## src/saf_pkg.sv

```systemverilog
// Constants and types shared by the serial address filter
package saf_pkg;
    // ****************************************************************
    // Widths and reset values
    // ****************************************************************
    localparam int          ADDR_W       = 10;
    localparam int          BUS_W        = 12;
    localparam logic [9:0]  ADDR_RESET   = 10'h3FF;
    localparam logic [9:0]  ADDR_ALL8    = 10'h0FF;
    localparam logic [1:0]  POLICY_KEEP  = 2'h0;
    localparam logic [1:0]  POLICY_DROPA = 2'h3;
    localparam int          RX_FLAG_BIT  = 8;
    localparam int          RSV_BIT      = 10;
    localparam int          SOC_BIT      = 11;

    typedef enum logic { SAF_MULTICAST, SAF_UNICAST } saf_mode_t;
endpackage

```

## src/saf_filter.sv

```systemverilog
// Receive destination address filter and output bus map
`timescale 1ns/1ns
// Function
// - Filtering only with cascade select low
// - Multicast: any shared domain bit matches
// - Unicast: whole character must equal register
// - Match passes address and data; policy 3 drops address
// - Mismatching address blocks writes until next match
// - Power-up value all ones accepts everything but addresses dropped by policy 3
// - Device reset restores all-ones multicast value
// - Filter only with buffer enabled, policy nonzero
// - Reserved line is direction, special line mode
// - Register LSB on bus bit 0
// - Four output maps from bypass and width
// - Undecoded bit 0 is first serial bit
// - Policy 3 also removes serial addresses
module saf_filter #(
    parameter int ADDR_W = saf_pkg::ADDR_W,
    parameter int BUS_W  = saf_pkg::BUS_W
) (
    input  wire logic             clk,
    input  wire logic             rstn,
    input  wire logic             cascadeTimingSelect,
    input  wire logic             bufferBypassN,
    input  wire logic             coderBypassN,
    input  wire logic             charWidthSelect,
    input  wire logic [1:0]       discardPolicySel,
    input  wire logic             portSelectN,
    input  wire logic             rxPathResetN,
    input  wire logic             rxReadEnableN,
    input  wire logic [ADDR_W-1:0] rxBusIn,
    input  wire logic             rxReservedFlagIn,
    input  wire logic             rxSpecialNotDataIn,
    input  wire logic             charValid,
    input  wire logic             charIsAddress,
    input  wire logic [BUS_W-1:0] charData,
    input  wire logic             charSpecial,
    input  wire logic             charReserved,
    input  wire logic             charCellStart,
    input  wire logic             rxRemoteFlag,
    output logic                  fifoWrite,
    output logic [BUS_W-1:0]      fifoData,
    output logic                  fifoSpecial,
    output logic [BUS_W-1:0]      rxBusOut,
    output logic                  rxBusOe,
    output logic                  rxSpecialNotDataOut,
    output logic [ADDR_W-1:0]     addrValue,
    output logic                  addrUnicast,
    output logic                  accepting
);
    // ****************************************************************
    // State
    // ****************************************************************
    logic [ADDR_W-1:0] addr_q, addr_d;
    saf_pkg::saf_mode_t mode_q, mode_d;
    logic              accept_q, accept_d;
    logic              sel_q, sel_d;
    logic              fifoWrite_q, fifoWrite_d;
    logic [BUS_W-1:0]  fifoData_q, fifoData_d;
    logic              fifoSpecial_q, fifoSpecial_d;
    logic [BUS_W-1:0]  busOut_q, busOut_d;
    logic              busOe_q, busOe_d;
    logic              scdOut_q, scdOut_d;

    logic wide;
    logic match;
    logic promiscuous;
    logic filterOn;
    logic regAccess;
    logic regWrite;
    logic regRead;
    logic [ADDR_W-1:0] charAddr;

    // Byte width select low means ten-bit characters
    assign wide     = !charWidthSelect;
    assign charAddr = charData[ADDR_W-1:0];

    saf_matcher #(
        .ADDR_W (ADDR_W)
    ) u_matcher (
        .regValue    (addr_q),
        .rxAddr      (charAddr),
        .unicast     (mode_q == saf_pkg::SAF_UNICAST),
        .wide        (wide),
        .match       (match),
        .promiscuous (promiscuous)
    );

    // Filtering needs host timing, buffer enabled and a discarding policy
    assign filterOn = !cascadeTimingSelect
                   && bufferBypassN
                   && (discardPolicySel != saf_pkg::POLICY_KEEP);

    // Register reached only with port selected and path in reset
    assign regAccess = !portSelectN && !rxPathResetN && !rxReadEnableN;
    assign regWrite  = regAccess && !rxReservedFlagIn;
    assign regRead   = regAccess && rxReservedFlagIn;

    // ****************************************************************
    // Address register and acceptance
    // ****************************************************************
    always_comb begin
        addr_d   = addr_q;
        mode_d   = mode_q;
        accept_d = accept_q;
        if (regWrite) begin
            addr_d = rxBusIn;
            mode_d = rxSpecialNotDataIn ? saf_pkg::SAF_UNICAST
                                        : saf_pkg::SAF_MULTICAST;
            accept_d = 1'b0;
        end else if (charValid && charIsAddress) begin
            accept_d = match;
        end
    end

    always_ff @(posedge clk or negedge rstn) begin
        if (!rstn) begin
            addr_q   <= saf_pkg::ADDR_RESET;
            mode_q   <= saf_pkg::SAF_MULTICAST;
            accept_q <= 1'b1;
        end else begin
            addr_q   <= addr_d;
            mode_q   <= mode_d;
            accept_q <= accept_d;
        end
    end

    // ****************************************************************
    // Receive buffer write path
    // ****************************************************************
    // Promiscuous value overrides acceptance so that all traffic passes except addresses dropped by policy 3
    always_comb begin
        logic pass;
        logic isAddr;
        pass   = 1'b1;
        isAddr = charValid && charIsAddress;
        fifoData_d    = charData;
        fifoSpecial_d = charSpecial;
        if (filterOn && !promiscuous) begin
            pass = isAddr ? match : accept_q;
        end
        if (isAddr && filterOn && (discardPolicySel == saf_pkg::POLICY_DROPA)) begin
            pass = 1'b0;
        end
        fifoWrite_d = charValid && pass && rxPathResetN;
    end

    always_ff @(posedge clk or negedge rstn) begin
        if (!rstn) begin
            fifoWrite_q   <= 1'b0;
            fifoData_q    <= '0;
            fifoSpecial_q <= 1'b0;
        end else begin
            fifoWrite_q   <= fifoWrite_d;
            fifoData_q    <= fifoData_d;
            fifoSpecial_q <= fifoSpecial_d;
        end
    end

    // ****************************************************************
    // Output register and bus map
    // ****************************************************************
    always_comb begin
        sel_d    = !portSelectN;
        // A register read drives the bus too, or the host would sample a floating answer
        busOe_d  = (sel_q && !rxReadEnableN) || regRead;
        busOut_d = busOut_q;
        scdOut_d = scdOut_q;
        if (regRead) begin
            busOut_d = '0;
            busOut_d[ADDR_W-1:0] = wide ? addr_q : (addr_q & saf_pkg::ADDR_ALL8);
            scdOut_d = (mode_q == saf_pkg::SAF_UNICAST);
        end else if (sel_q && !rxReadEnableN) begin
            // Undecoded data keeps the first serial bit in bit 0 as received
            busOut_d = fifoData_q;
            scdOut_d = coderBypassN ? fifoSpecial_q : 1'b0;
            if (coderBypassN) begin
                busOut_d[saf_pkg::RSV_BIT] = charReserved;
                busOut_d[saf_pkg::SOC_BIT] = charCellStart;
                if (!wide) begin
                    busOut_d[9] = 1'b0;
                    busOut_d[saf_pkg::RX_FLAG_BIT] = bufferBypassN ? rxRemoteFlag
                                                                   : 1'b0;
                end
            end else if (!wide) begin
                busOut_d[saf_pkg::RSV_BIT] = 1'b0;
                busOut_d[saf_pkg::SOC_BIT] = 1'b0;
            end
        end
    end

    always_ff @(posedge clk or negedge rstn) begin
        if (!rstn) begin
            sel_q    <= 1'b0;
            busOe_q  <= 1'b0;
            busOut_q <= '0;
            scdOut_q <= 1'b0;
        end else begin
            sel_q    <= sel_d;
            busOe_q  <= busOe_d;
            busOut_q <= busOut_d;
            scdOut_q <= scdOut_d;
        end
    end

    assign fifoWrite           = fifoWrite_q;
    assign fifoData            = fifoData_q;
    assign fifoSpecial         = fifoSpecial_q;
    assign rxBusOut            = busOut_q;
    assign rxBusOe             = busOe_q;
    assign rxSpecialNotDataOut = scdOut_q;
    assign addrValue           = addr_q;
    assign addrUnicast         = (mode_q == saf_pkg::SAF_UNICAST);
    assign accepting           = accept_q;
endmodule

```

## src/saf_matcher.sv

```systemverilog
// Address comparison for multicast and unicast modes
`timescale 1ns/1ns
module saf_matcher #(
    parameter int ADDR_W = saf_pkg::ADDR_W
) (
    input  wire logic [ADDR_W-1:0] regValue,
    input  wire logic [ADDR_W-1:0] rxAddr,
    input  wire logic              unicast,
    input  wire logic              wide,
    output logic                   match,
    output logic                   promiscuous
);
    logic [ADDR_W-1:0] mask;
    logic [ADDR_W-1:0] hits;

    // Narrow characters only use the low eight bits
    genvar i;
    generate
        for (i = 0; i < ADDR_W; i++) begin : g_bit
            assign mask[i] = (i < 8) ? 1'b1 : wide;
            assign hits[i] = regValue[i] & rxAddr[i] & mask[i];
        end
    endgenerate

    always_comb begin
        if (unicast) begin
            match = ((regValue ^ rxAddr) & mask) == '0;
        end else begin
            match = |hits;
        end
        promiscuous = !unicast && ((regValue & mask) == mask);
    end
endmodule

```

## config.mk

```make
export PLATFORM = sky130hd
export DESIGN_NAME = saf_filter
export DESIGN_NICKNAME = d
export VERILOG_FILES = /design/src/saf_pkg.sv /design/src/saf_filter.sv /design/src/saf_matcher.sv
export SDC_FILE = /design/constraint.sdc
export NUM_CORES = 1
export LEC_CHECK = 0
export BUFFER_PORTS_ARGS = -buffer_cell sky130_fd_sc_hd__buf_4
export CORE_ASPECT_RATIO = 1.1
export CORE_MARGIN = 10
export CORE_UTILIZATION = 35
export CTS_BUF_LIST = sky130_fd_sc_hd__clkbuf_8
export CTS_CLUSTER_SIZE = 14
export DETAILED_ROUTE_END_ITERATION = 16
export PLACE_DENSITY = 0.67
export SETUP_SLACK_MARGIN = 0.2
export SYNTH_ARGS = -nofsm -noshare
export SYNTH_HDL_FRONTEND = slang
export SYNTH_SLANG_ARGS = --single-unit
```

## constraint.sdc

```tcl
create_clock -name clk -period 3.9 [get_ports clk]
set_clock_uncertainty 0.1 [all_clocks]
set_input_delay 0.195 -clock clk [delete_from_list [all_inputs] [get_ports clk]]
set_output_delay 0.195 -clock clk [all_outputs]
set_load 0.05 [all_outputs]
```

Word-level counts from Yosys, hierarchy flattened

Cells that the tools add are included.

Memories: 0
Bits in writable memories: 0
Output and inout bits: 40
ROM bits: 0
Bits in latches: 0
Register bits after elaboration: 41
Word-level logic and storage cells: 71
Bits of input ports: 41

Equality and inequality tests: 2
Order comparisons: 0
Div/mod/pow operators: 0
Multipliers: 0
Multiplexer cells: 17
Bitwise logic cells: 15
Shifts and indexed selects: 0
Reductions and logical operators: 27
$add $sub $neg: 0

Operators with widths:

| kind               | count |
|---|---|
| $mux 12            | 2 |
| $and 10x10->10     | 2 |
| $logic_and 1x1->1  | 14 |
| $and 1x1->1        | 12 |
| $eq 10x10->1       | 1 |
| $logic_not 10->1   | 1 |
| $mux 1             | 10 |
| $mux 10            | 1 |
| $reduce_or 10->1   | 1 |
| $xor 10x10->10     | 1 |
| $logic_not 1->1    | 8 |
| $mux 2             | 4 |
| $reduce_bool 2->1  | 2 |
| $eq 2x2->1 const B | 1 |
| $logic_or 1x1->1   | 1 |

Depth between registers and ports, before layout

Gate-level depths: netlist (run 1).

Depth after elaboration: 10
Gate-level depth with buffers: 5
Gate-level depth less buffers: 5

Modules after synthesis

A second synthesis (run 1) with hierarchy kept.

Cells, all modules: 142
Area, all modules: 1834.3 um^2

By module, submodules not included:

| module      | area each (um^2) | cells an instance | times used | seq. area each (um^2) |
|---|---|---|---|---|
| saf_filter  | 1614.0           | 118               | 1          | 1039.7 |
| saf_matcher | 220.2            | 24                | 1          | 0.0 |

Least setup slack after synthesis (run 1)

Ideal clock, no wire load.

Kind: register -> register
Start point: reg addr_q[5] (netlist: addrValue[5])
End point: reg accept_q (netlist: accepting)
Arrival: 1.940 ns
Path buffers: 0
Slack: 1.778 ns
Clock period less this slack: 2.122 ns
Data required time: 3.718 ns
Library setup time: 0.082 ns
Stages on the path, launching flop included: 6
Path through: dfstp_2 > ha_1 > or4_4 > nor3b_2 > a311oi_1 > nor3_1

Longest elaborated chain between the ends: 6
Elaborated cells between the ends (all ways): 8
Classes of those cells: mux: 3; bitwise: 3; reduce/logical: 2

Ends and longest elaborated chain:

| element                | line              | RTL |
|---|---|---|
| start, declared        | saf_filter.sv:54  | `logic [ADDR_W-1:0] addr_q, addr_d;` |
| start signal, assigned | saf_filter.sv:118 | `addr_q <= saf_pkg::ADDR_RESET;` |
| start signal, assigned | saf_filter.sv:122 | `addr_q <= addr_d;` |
| $xor 10x10->10         | saf_matcher.sv:27 | `match = ((regValue ^ rxAddr) & mask) == '0;` |
| $and 10x10->10         | saf_matcher.sv:27 |  |
| $logic_not 10->1       | saf_matcher.sv:27 |  |
| $mux 1 *               | saf_matcher.sv:26 | `if (unicast) begin` |
| $mux 1 *               | saf_filter.sv:111 | `end else if (charValid && charIsAddress) begin` |
| $mux 1 *               | saf_filter.sv:106 | `if (regWrite) begin` |
| net accept_d           | saf_filter.sv:56  | `logic accept_q, accept_d;` |
| end signal, assigned   | saf_filter.sv:124 | `accept_q <= accept_d;` |
| end, declared          | saf_filter.sv:56  |  |

Mark *: on every way through the listed nets, which the timed path passes. The rest lies on a longest branch.
A chain may end at the register's enable or synchronous reset.

Worst setup path after layout (run 1)

Start point: in charData[7]
End point: reg accept_q (netlist: accepting)

Longest elaborated chain between the ends: 6
Elaborated cells between the ends (all ways): 8
Classes of those cells: mux: 3; bitwise: 3; reduce/logical: 2

Ends and longest elaborated chain:

| element          | line              | RTL |
|---|---|---|
| start, declared  | saf_filter.sv:36  | `input wire logic [BUS_W-1:0] charData,` |
| $xor 10x10->10   | saf_matcher.sv:27 |  |
| $and 10x10->10   | saf_matcher.sv:27 |  |
| $logic_not 10->1 | saf_matcher.sv:27 |  |
| $mux 1 *         | saf_matcher.sv:26 |  |
| $mux 1 *         | saf_filter.sv:111 |  |
| $mux 1 *         | saf_filter.sv:106 |  |
| net accept_d     | saf_filter.sv:56  |  |

Marks and branches as above.

==> results of run 1 <==
## timing repair
item / 4_1_cts / 5_1_grt
hold buffers: 15 / 0
hold endpoints to repair: 44 / 0
setup buffers: 0 / 0
## cell families (layout without fill, tap and decap cells)
kind of cell               Yosys count  in the layout  synth area share, %
AOI/OAI and AO/OA                   26             26                8.921
adders and majority gates           10             10                6.916
buffers and inverters                6            105                1.867
DFF                                 41             41                57.47
muxes                               19             19                11.27
and+or+nand+nor                     41             41                13.55
## worst paths after layout
check | from | to | slack, ns | cells past startpoint
max | charData[7] | accepting | 1.82 | 7
min | rxSpecialNotDataIn | addrUnicast | 0.02 | 2
max reg2reg | addrValue[5] | accepting | 1.87 | 5
min reg2reg | addrValue[1] | rxBusOut[1] | 0.43 | 2
max in group asynchronous | rstn | addrValue[6] | 3.01 | 2
min in group asynchronous | rstn | rxBusOut[5] | 0.31 | 2
## cell usage after synthesis, types with 3 or more instances
| library cell | number | area, um^2 |
|---|---|---|
| nor3_1 | 3 | 15.01 |
| ha_1 | 10 | 125.1 |
| o21ai_1 | 10 | 50.05 |
| mux2i_1 | 8 | 80.08 |
| a21oi_1 | 5 | 25.02 |
| nand2_1 | 14 | 52.55 |
| nor2_1 | 6 | 22.52 |
| dfrtp_1 | 30 | 750.7 |
| nand2b_1 | 3 | 18.77 |
| nor4_1 | 3 | 18.77 |
| buf_2 | 3 | 15.01 |
| a221oi_1 | 3 | 26.28 |
| dfstp_2 | 11 | 289.0 |
| mux2_1 | 11 | 123.9 |
## flip-flops by register name, summed over array words and instances, names as in the netlist
name / cells
accepting: 1
fifoWrite: 1
fifoData: 12
addrUnicast: 1
rxBusOe: 1
rxSpecialNotDataOut: 1
fifoSpecial: 1
rxBusOut: 12
addrValue: 10
sel_q: 1
## stage by stage
stage / area [um^2] / power, mW / utilization, %
4_1_cts: 2721 / 1.395 / 54.43
3_3_place_gp: 2467 / 1.047 / 49.35
5_1_grt: 2721 / 1.446 / 54.43
3_5_place_dp: 2467 / 1.053 / 49.35
6_report: 2721 / 1.379 / 54.43
2_1_floorplan: 1809 / 0.8659 / -
## where the power goes
group,internal [mW],switching (mW),leakage [nW]
sequential,0.504,0.0566,0.473
combinational,0.172,0.319,0.772
clock,0.186,0.141,0.0540
total,0.863,0.517,1.30
## area by class of cell
cell class	count	share of cell area, %
multi-input combinational	96	27.03
timing repair buffer	97	28.14
sequential	41	38.21
inverter	1	0.1379
tap	58	2.667
clock buffer	5	2.529
clock inverter	2	1.287
## worst max-delay path: stages
cell and delay (ns):
dlygate4sd3_1 0.56, buf_4 0.15, ha_1 0.29, or4_4 0.48, nor3b_2 0.17, a311oi_1 0.13, nor3_1 0.22
## routing by layer
metal | vias to the layer above | part of all wire [%] | track usage [%]
met1 | 692 | 39 | 13.96
li1 | 716 | - | -
met3 | 6 | 11 | 5.717
met2 | 53 | 49 | 21.14
met5 | - | 0 | 0
met4 | 0 | 1.6 | 5.256
==> impl_metrics.csv, run 1 <==
group,metric,value,unit
status,status,"finished clean",
layout,register_area,1040,um^2
critical_path,end_kind,"flip-flop",
yosys,synth_seq_area_share,57.47,%
placed_design,numPortBuffers,80,
cts,cts_buffer_depth,2,
cts,cts_buffers,5,
critical_path,cp.required,4.01,ns
routing,vias_per_cell,4.890,
layout,nNetsFinal,293,
placed_design,gp_congestion,0.7964,
placed_design,place_ws,1.874,ns
yosys,synth_nets,194,
yosys,yosysWarnings,0,
sta,fmax,480.9,MHz
yosys,async_flop_share,100.0,%
yosys,ys.flop_type,"dfrtp_1",
global_route,grt_max_degree,42,
floorplan,dieArea,8448,um^2
yosys,synthCells,143,
sta,min_period,2.079,ns
global_route,grt_pass1_vias,1612,
sta,rsz0062_at_grt,"no",
global_route,grt_antenna_before_repair,0,
routing,wire_per_inst,17.60,um
sta,setup_viol,0,
floorplan,initial_core_util,36.19,%
floorplan,core_area,5000,um^2
hold_path,hp-class,"input port to flip-flop",
placed_design,dp.cells,278,
sta,tightest_slew,0.7285,ns
yosys,synthesis.area,1809,um^2
cts,ctsRootBufferMaster,"clkbuf_8",
global_route,track_usage,12.77,%
sta,maxSlewViolCount,0,
yosys,synth_seq_cells,41,
run,drv_cap,0,
sta,finalCritPeriodShare,53.31,%
layout,area_growth,50.41,%
yosys,synth_edf_count,0,
cts,clk_pin_slew,0.08,ns
layout,finalNonFillerCells,300,
layout,layout_common_cells,"buf_4, dfrtp_1, dlygate4sd3_1",
routing,drc_errors,0,
layout,antenna_cells,0,
global_route,grt_pass1_wl,8245,um
layout,drive_above_1_share,43.39,%
cts,numClockSinks,41,
routing,drt_first_pass_iters,4,
critical_path,crit_arrival,2.19,ns
routing,wirelength,5280,um
sta,tns,0,ns
yosys,avgSynthCellArea,12.65,um^2
layout,fillCellCount,443,
critical_path,crit_fanout,2,
cts,cts_tree,"yes",
power_and_ir_drop,powerDensity,506.9,nW/um^2
sta,fin_ws,1.821,ns
yosys,yosysUniqueCellTypes,34,
floorplan,die_w,88.55,um
routing,vias,1467,
sta,holdWs,0.01679,ns
cts,cts_resized,0,
routing,drtIter0Drc,53,
floorplan,die_h,95.41,um
layout,multiInputGateArea,735.7,um^2
routing,ant_nets,0,
power_and_ir_drop,leakage,1.299,nW
sta,final_hold_viol_count,0,
cts,clock_latency,0.29,ns
critical_path,path_class,"input port to flip-flop",
power_and_ir_drop,vdd_drop_max,0.0003149,V
critical_path,crit_path_start_kind,"input port",
sta,maxSlewHeadroom,51.43,%
cts,cts_htree_levels,2,
placed_design,hpwl,4127,um
layout,final_common_cell,"buf_4",
floorplan,ios,81,
global_route,grt_overflow_total,0,
floorplan,rows,27,
(Power assumes the default switching activity.)
==> run 2: changes to the inputs <==
- ABC_AREA: not set -> 1
- PLACE_DENSITY: 0.67 -> 0.69
- clock period: 3.9 -> 1.8 ns (I/O delays scaled with it)
==> impl_metrics.csv, run 2 <==
group,metric,value,unit
cts,clk_pin_slew,0.08,ns
layout,nNetsFinal,364,
yosys,yosys.area.top_type_share,39.53,%
yosys,synth_nets,246,
floorplan,ios,81,
placed_design,place_ws,0.1485,ns
sta,rsz0062_at_grt,"yes",
yosys,synth_seq_area_share,54.74,%
cts,cts_htree_levels,2,
layout,final_util,58.11,%
routing,wirelength,5815,um
yosys,ys_top_cells_by_area,"dfrtp_1, dfstp_2, nand2_1",
global_route,track_usage,13.52,%
status,status,"finished clean",
floorplan,die_w,90.24,um
yosys,synth_edf_count,0,
sta,setup_viol,0,
yosys,synth_common_cells,"nand2_1, dfrtp_1, inv_1",
sta,fmax,600.4,MHz
cts,cts_buffer_depth,2,
routing,vias,1735,
yosys,yosysWarnings,0,
critical_path,rrSetupSlack,0.13,ns
layout,final_common_cell,"buf_4",
power_and_ir_drop,vdd_drop_max,0.0006731,V
global_route,grt_pass1_vias,1887,
cts,cts_buffers,5,
cts,clock_latency,0.28,ns
global_route,grt_antenna_before_repair,0,
power_and_ir_drop,leakage,1.489,nW
run,drv_cap,0,
floorplan,die_h,97.26,um
sta,fin_ws,0.1345,ns
routing,drt_first_pass_iters,4,
yosys,avgSynthCellArea,9.740,um^2
yosys,yosysTopAreaCell,"dfrtp_1",
floorplan,rows,28,
cts,numClockSinks,41,
layout,antenna_cells,0,
layout,finalNonFillerCells,389,
placed_design,dp.cells,349,
power_and_ir_drop,total_power,3.053,mW
critical_path,crit_arrival,1.78,ns
placed_design,numPortBuffers,80,
layout,register_area,1059,um^2
yosys,async_flop_share,100.0,%
routing,ant_nets,0,
floorplan,dieArea,8776,um^2
sta,min_period,1.666,ns
sta,tns,0,ns
placed_design,hpwl,4336,um
routing,vias_per_cell,4.460,
critical_path,crit_path_start_kind,"flip-flop",
cts,cts_tree,"yes",
routing,drtIter0Drc,52,
sta,maxSlewViolCount,0,
sta,tightest_slew,0.5100,ns
routing,drc_errors,0,
layout,multiInputGateArea,779.5,um^2
critical_path,end_kind,"flip-flop",
yosys,ys.flop_type,"dfrtp_1",
critical_path,path_class,"flip-flop to flip-flop",
layout,fillCellCount,476,
yosys,synthesis.area,1899,um^2
yosys,synthMostInstantiatedCell,"nand2_1",
floorplan,initial_core_util,35.67,%
routing,wire_per_inst,14.95,um
global_route,grt_max_degree,42,
layout,area_growth,62.91,%
sta,maxSlewHeadroom,66.00,%
global_route,grt_overflow_total,0,
placed_design,gp_congestion,0.7937,
hold_path,hp-class,"input port to flip-flop",
critical_path,cp.required,1.92,ns
critical_path,crit_fanout,2,
floorplan,core_area,5325,um^2
sta,finalCritPeriodShare,92.53,%
yosys,yosysUniqueCellTypes,26,
layout,drive_above_1_share,40.13,%
yosys,synth_seq_cells,41,
global_route,grt_pass1_wl,9742,um
cts,ctsRootBufferMaster,"clkbuf_8",
yosys,synthCells,195,
power_and_ir_drop,powerDensity,986.6,nW/um^2
sta,final_hold_viol_count,0,
layout,layout_common_cells,"buf_4, nand2_1, dfrtp_1",
-- run 2: cell count changes after synthesis, sizes merged, moves of 4 or more --
cell    delta
nand3     +13
o211ai     +5
mux2i      -8
nand2     +31
nor2      +15
nor4       -4
mux2      -11
inv       +24
o221ai     +5
-- run 2: worst max-delay path, cell delays in order (launching register included) --
cell	delay (ns)
dfstp_4	0.63
ha_4	0.19
inv_2	0.04
nand2_1	0.04
nor2_1	0.11
nand2_1	0.06
nor2_1	0.10
nor2_1	0.05
nand2_1	0.05
nand2_1	0.06
nand2_1	0.06
nand2_1	0.05
nor2_1	0.07
-- run 2: per-layer routing --
| layer | vias up | global-route usage (%) | part of all wire, % |
|---|---|---|---|
| li1 | 875 | - | - |
| met1 | 813 | 14.62 | 39 |
| met2 | 41 | 25.45 | 55 |
| met3 | 6 | 2.628 | 3.7 |
| met4 | 0 | 4.534 | 1.7 |
| met5 | - | 0 | 0 |
-- run 2: report_power, final --
group | switching [mW] | internal, mW
combinational | 0.720 | 0.397
clock | 0.298 | 0.446
sequential | 0.0996 | 1.09
total | 1.12 | 1.93
-- run 2: kinds of logic after synthesis --
kind of cell	count (synthesis)	share of synthesized area [%]
fa+ha+maj	10	6.588
compound gates	28	10.67
buf+inv	31	8.168
flops	41	54.74
simple gates	85	19.83
-- run 2: worst paths after layout --
path,start,endpoint,cells after the start
setup reg to reg,addrValue[6],fifoWrite,12
hold reg to reg,addrValue[9],addrValue[9],2
setup / recovery,addrValue[6],fifoWrite,12
min in group asynchronous,rstn,fifoData[5],2
hold / removal,discardPolicySel[1],fifoWrite,4
max in group asynchronous,rstn,addrValue[9],2
-- run 2: per-stage QoR --
step	hold WS (ns)	cell area (um^2)
after floorplan	-0.3056	1993
after global placement	-0.001501	2665
after detailed placement	-0.004250	2665
after CTS	0.001653	3094
after global routing	0.03218	3094
final	0.003383	3094
-- run 2: cell type report --
| type | count | share of cell area [%] |
|---|---|---|
| sequential | 41 | 34.21 |
| timing repair buffer | 116 | 30.49 |
| multi-input combinational | 123 | 25.19 |
| inverter | 26 | 3.316 |
| tap | 75 | 3.033 |
| clock buffer | 6 | 2.669 |
| clock inverter | 2 | 1.092 |
-- run 2: what timing repair did --
action / 4_1_cts / 5_1_grt
endpoints found under the hold margin: 56 / 0
pin swaps: 0 / 1
setup buffers: 3 / 0
resized for setup: 0 / 2
hold buffers: 29 / 0
endpoints found under the setup margin: 1 / 2
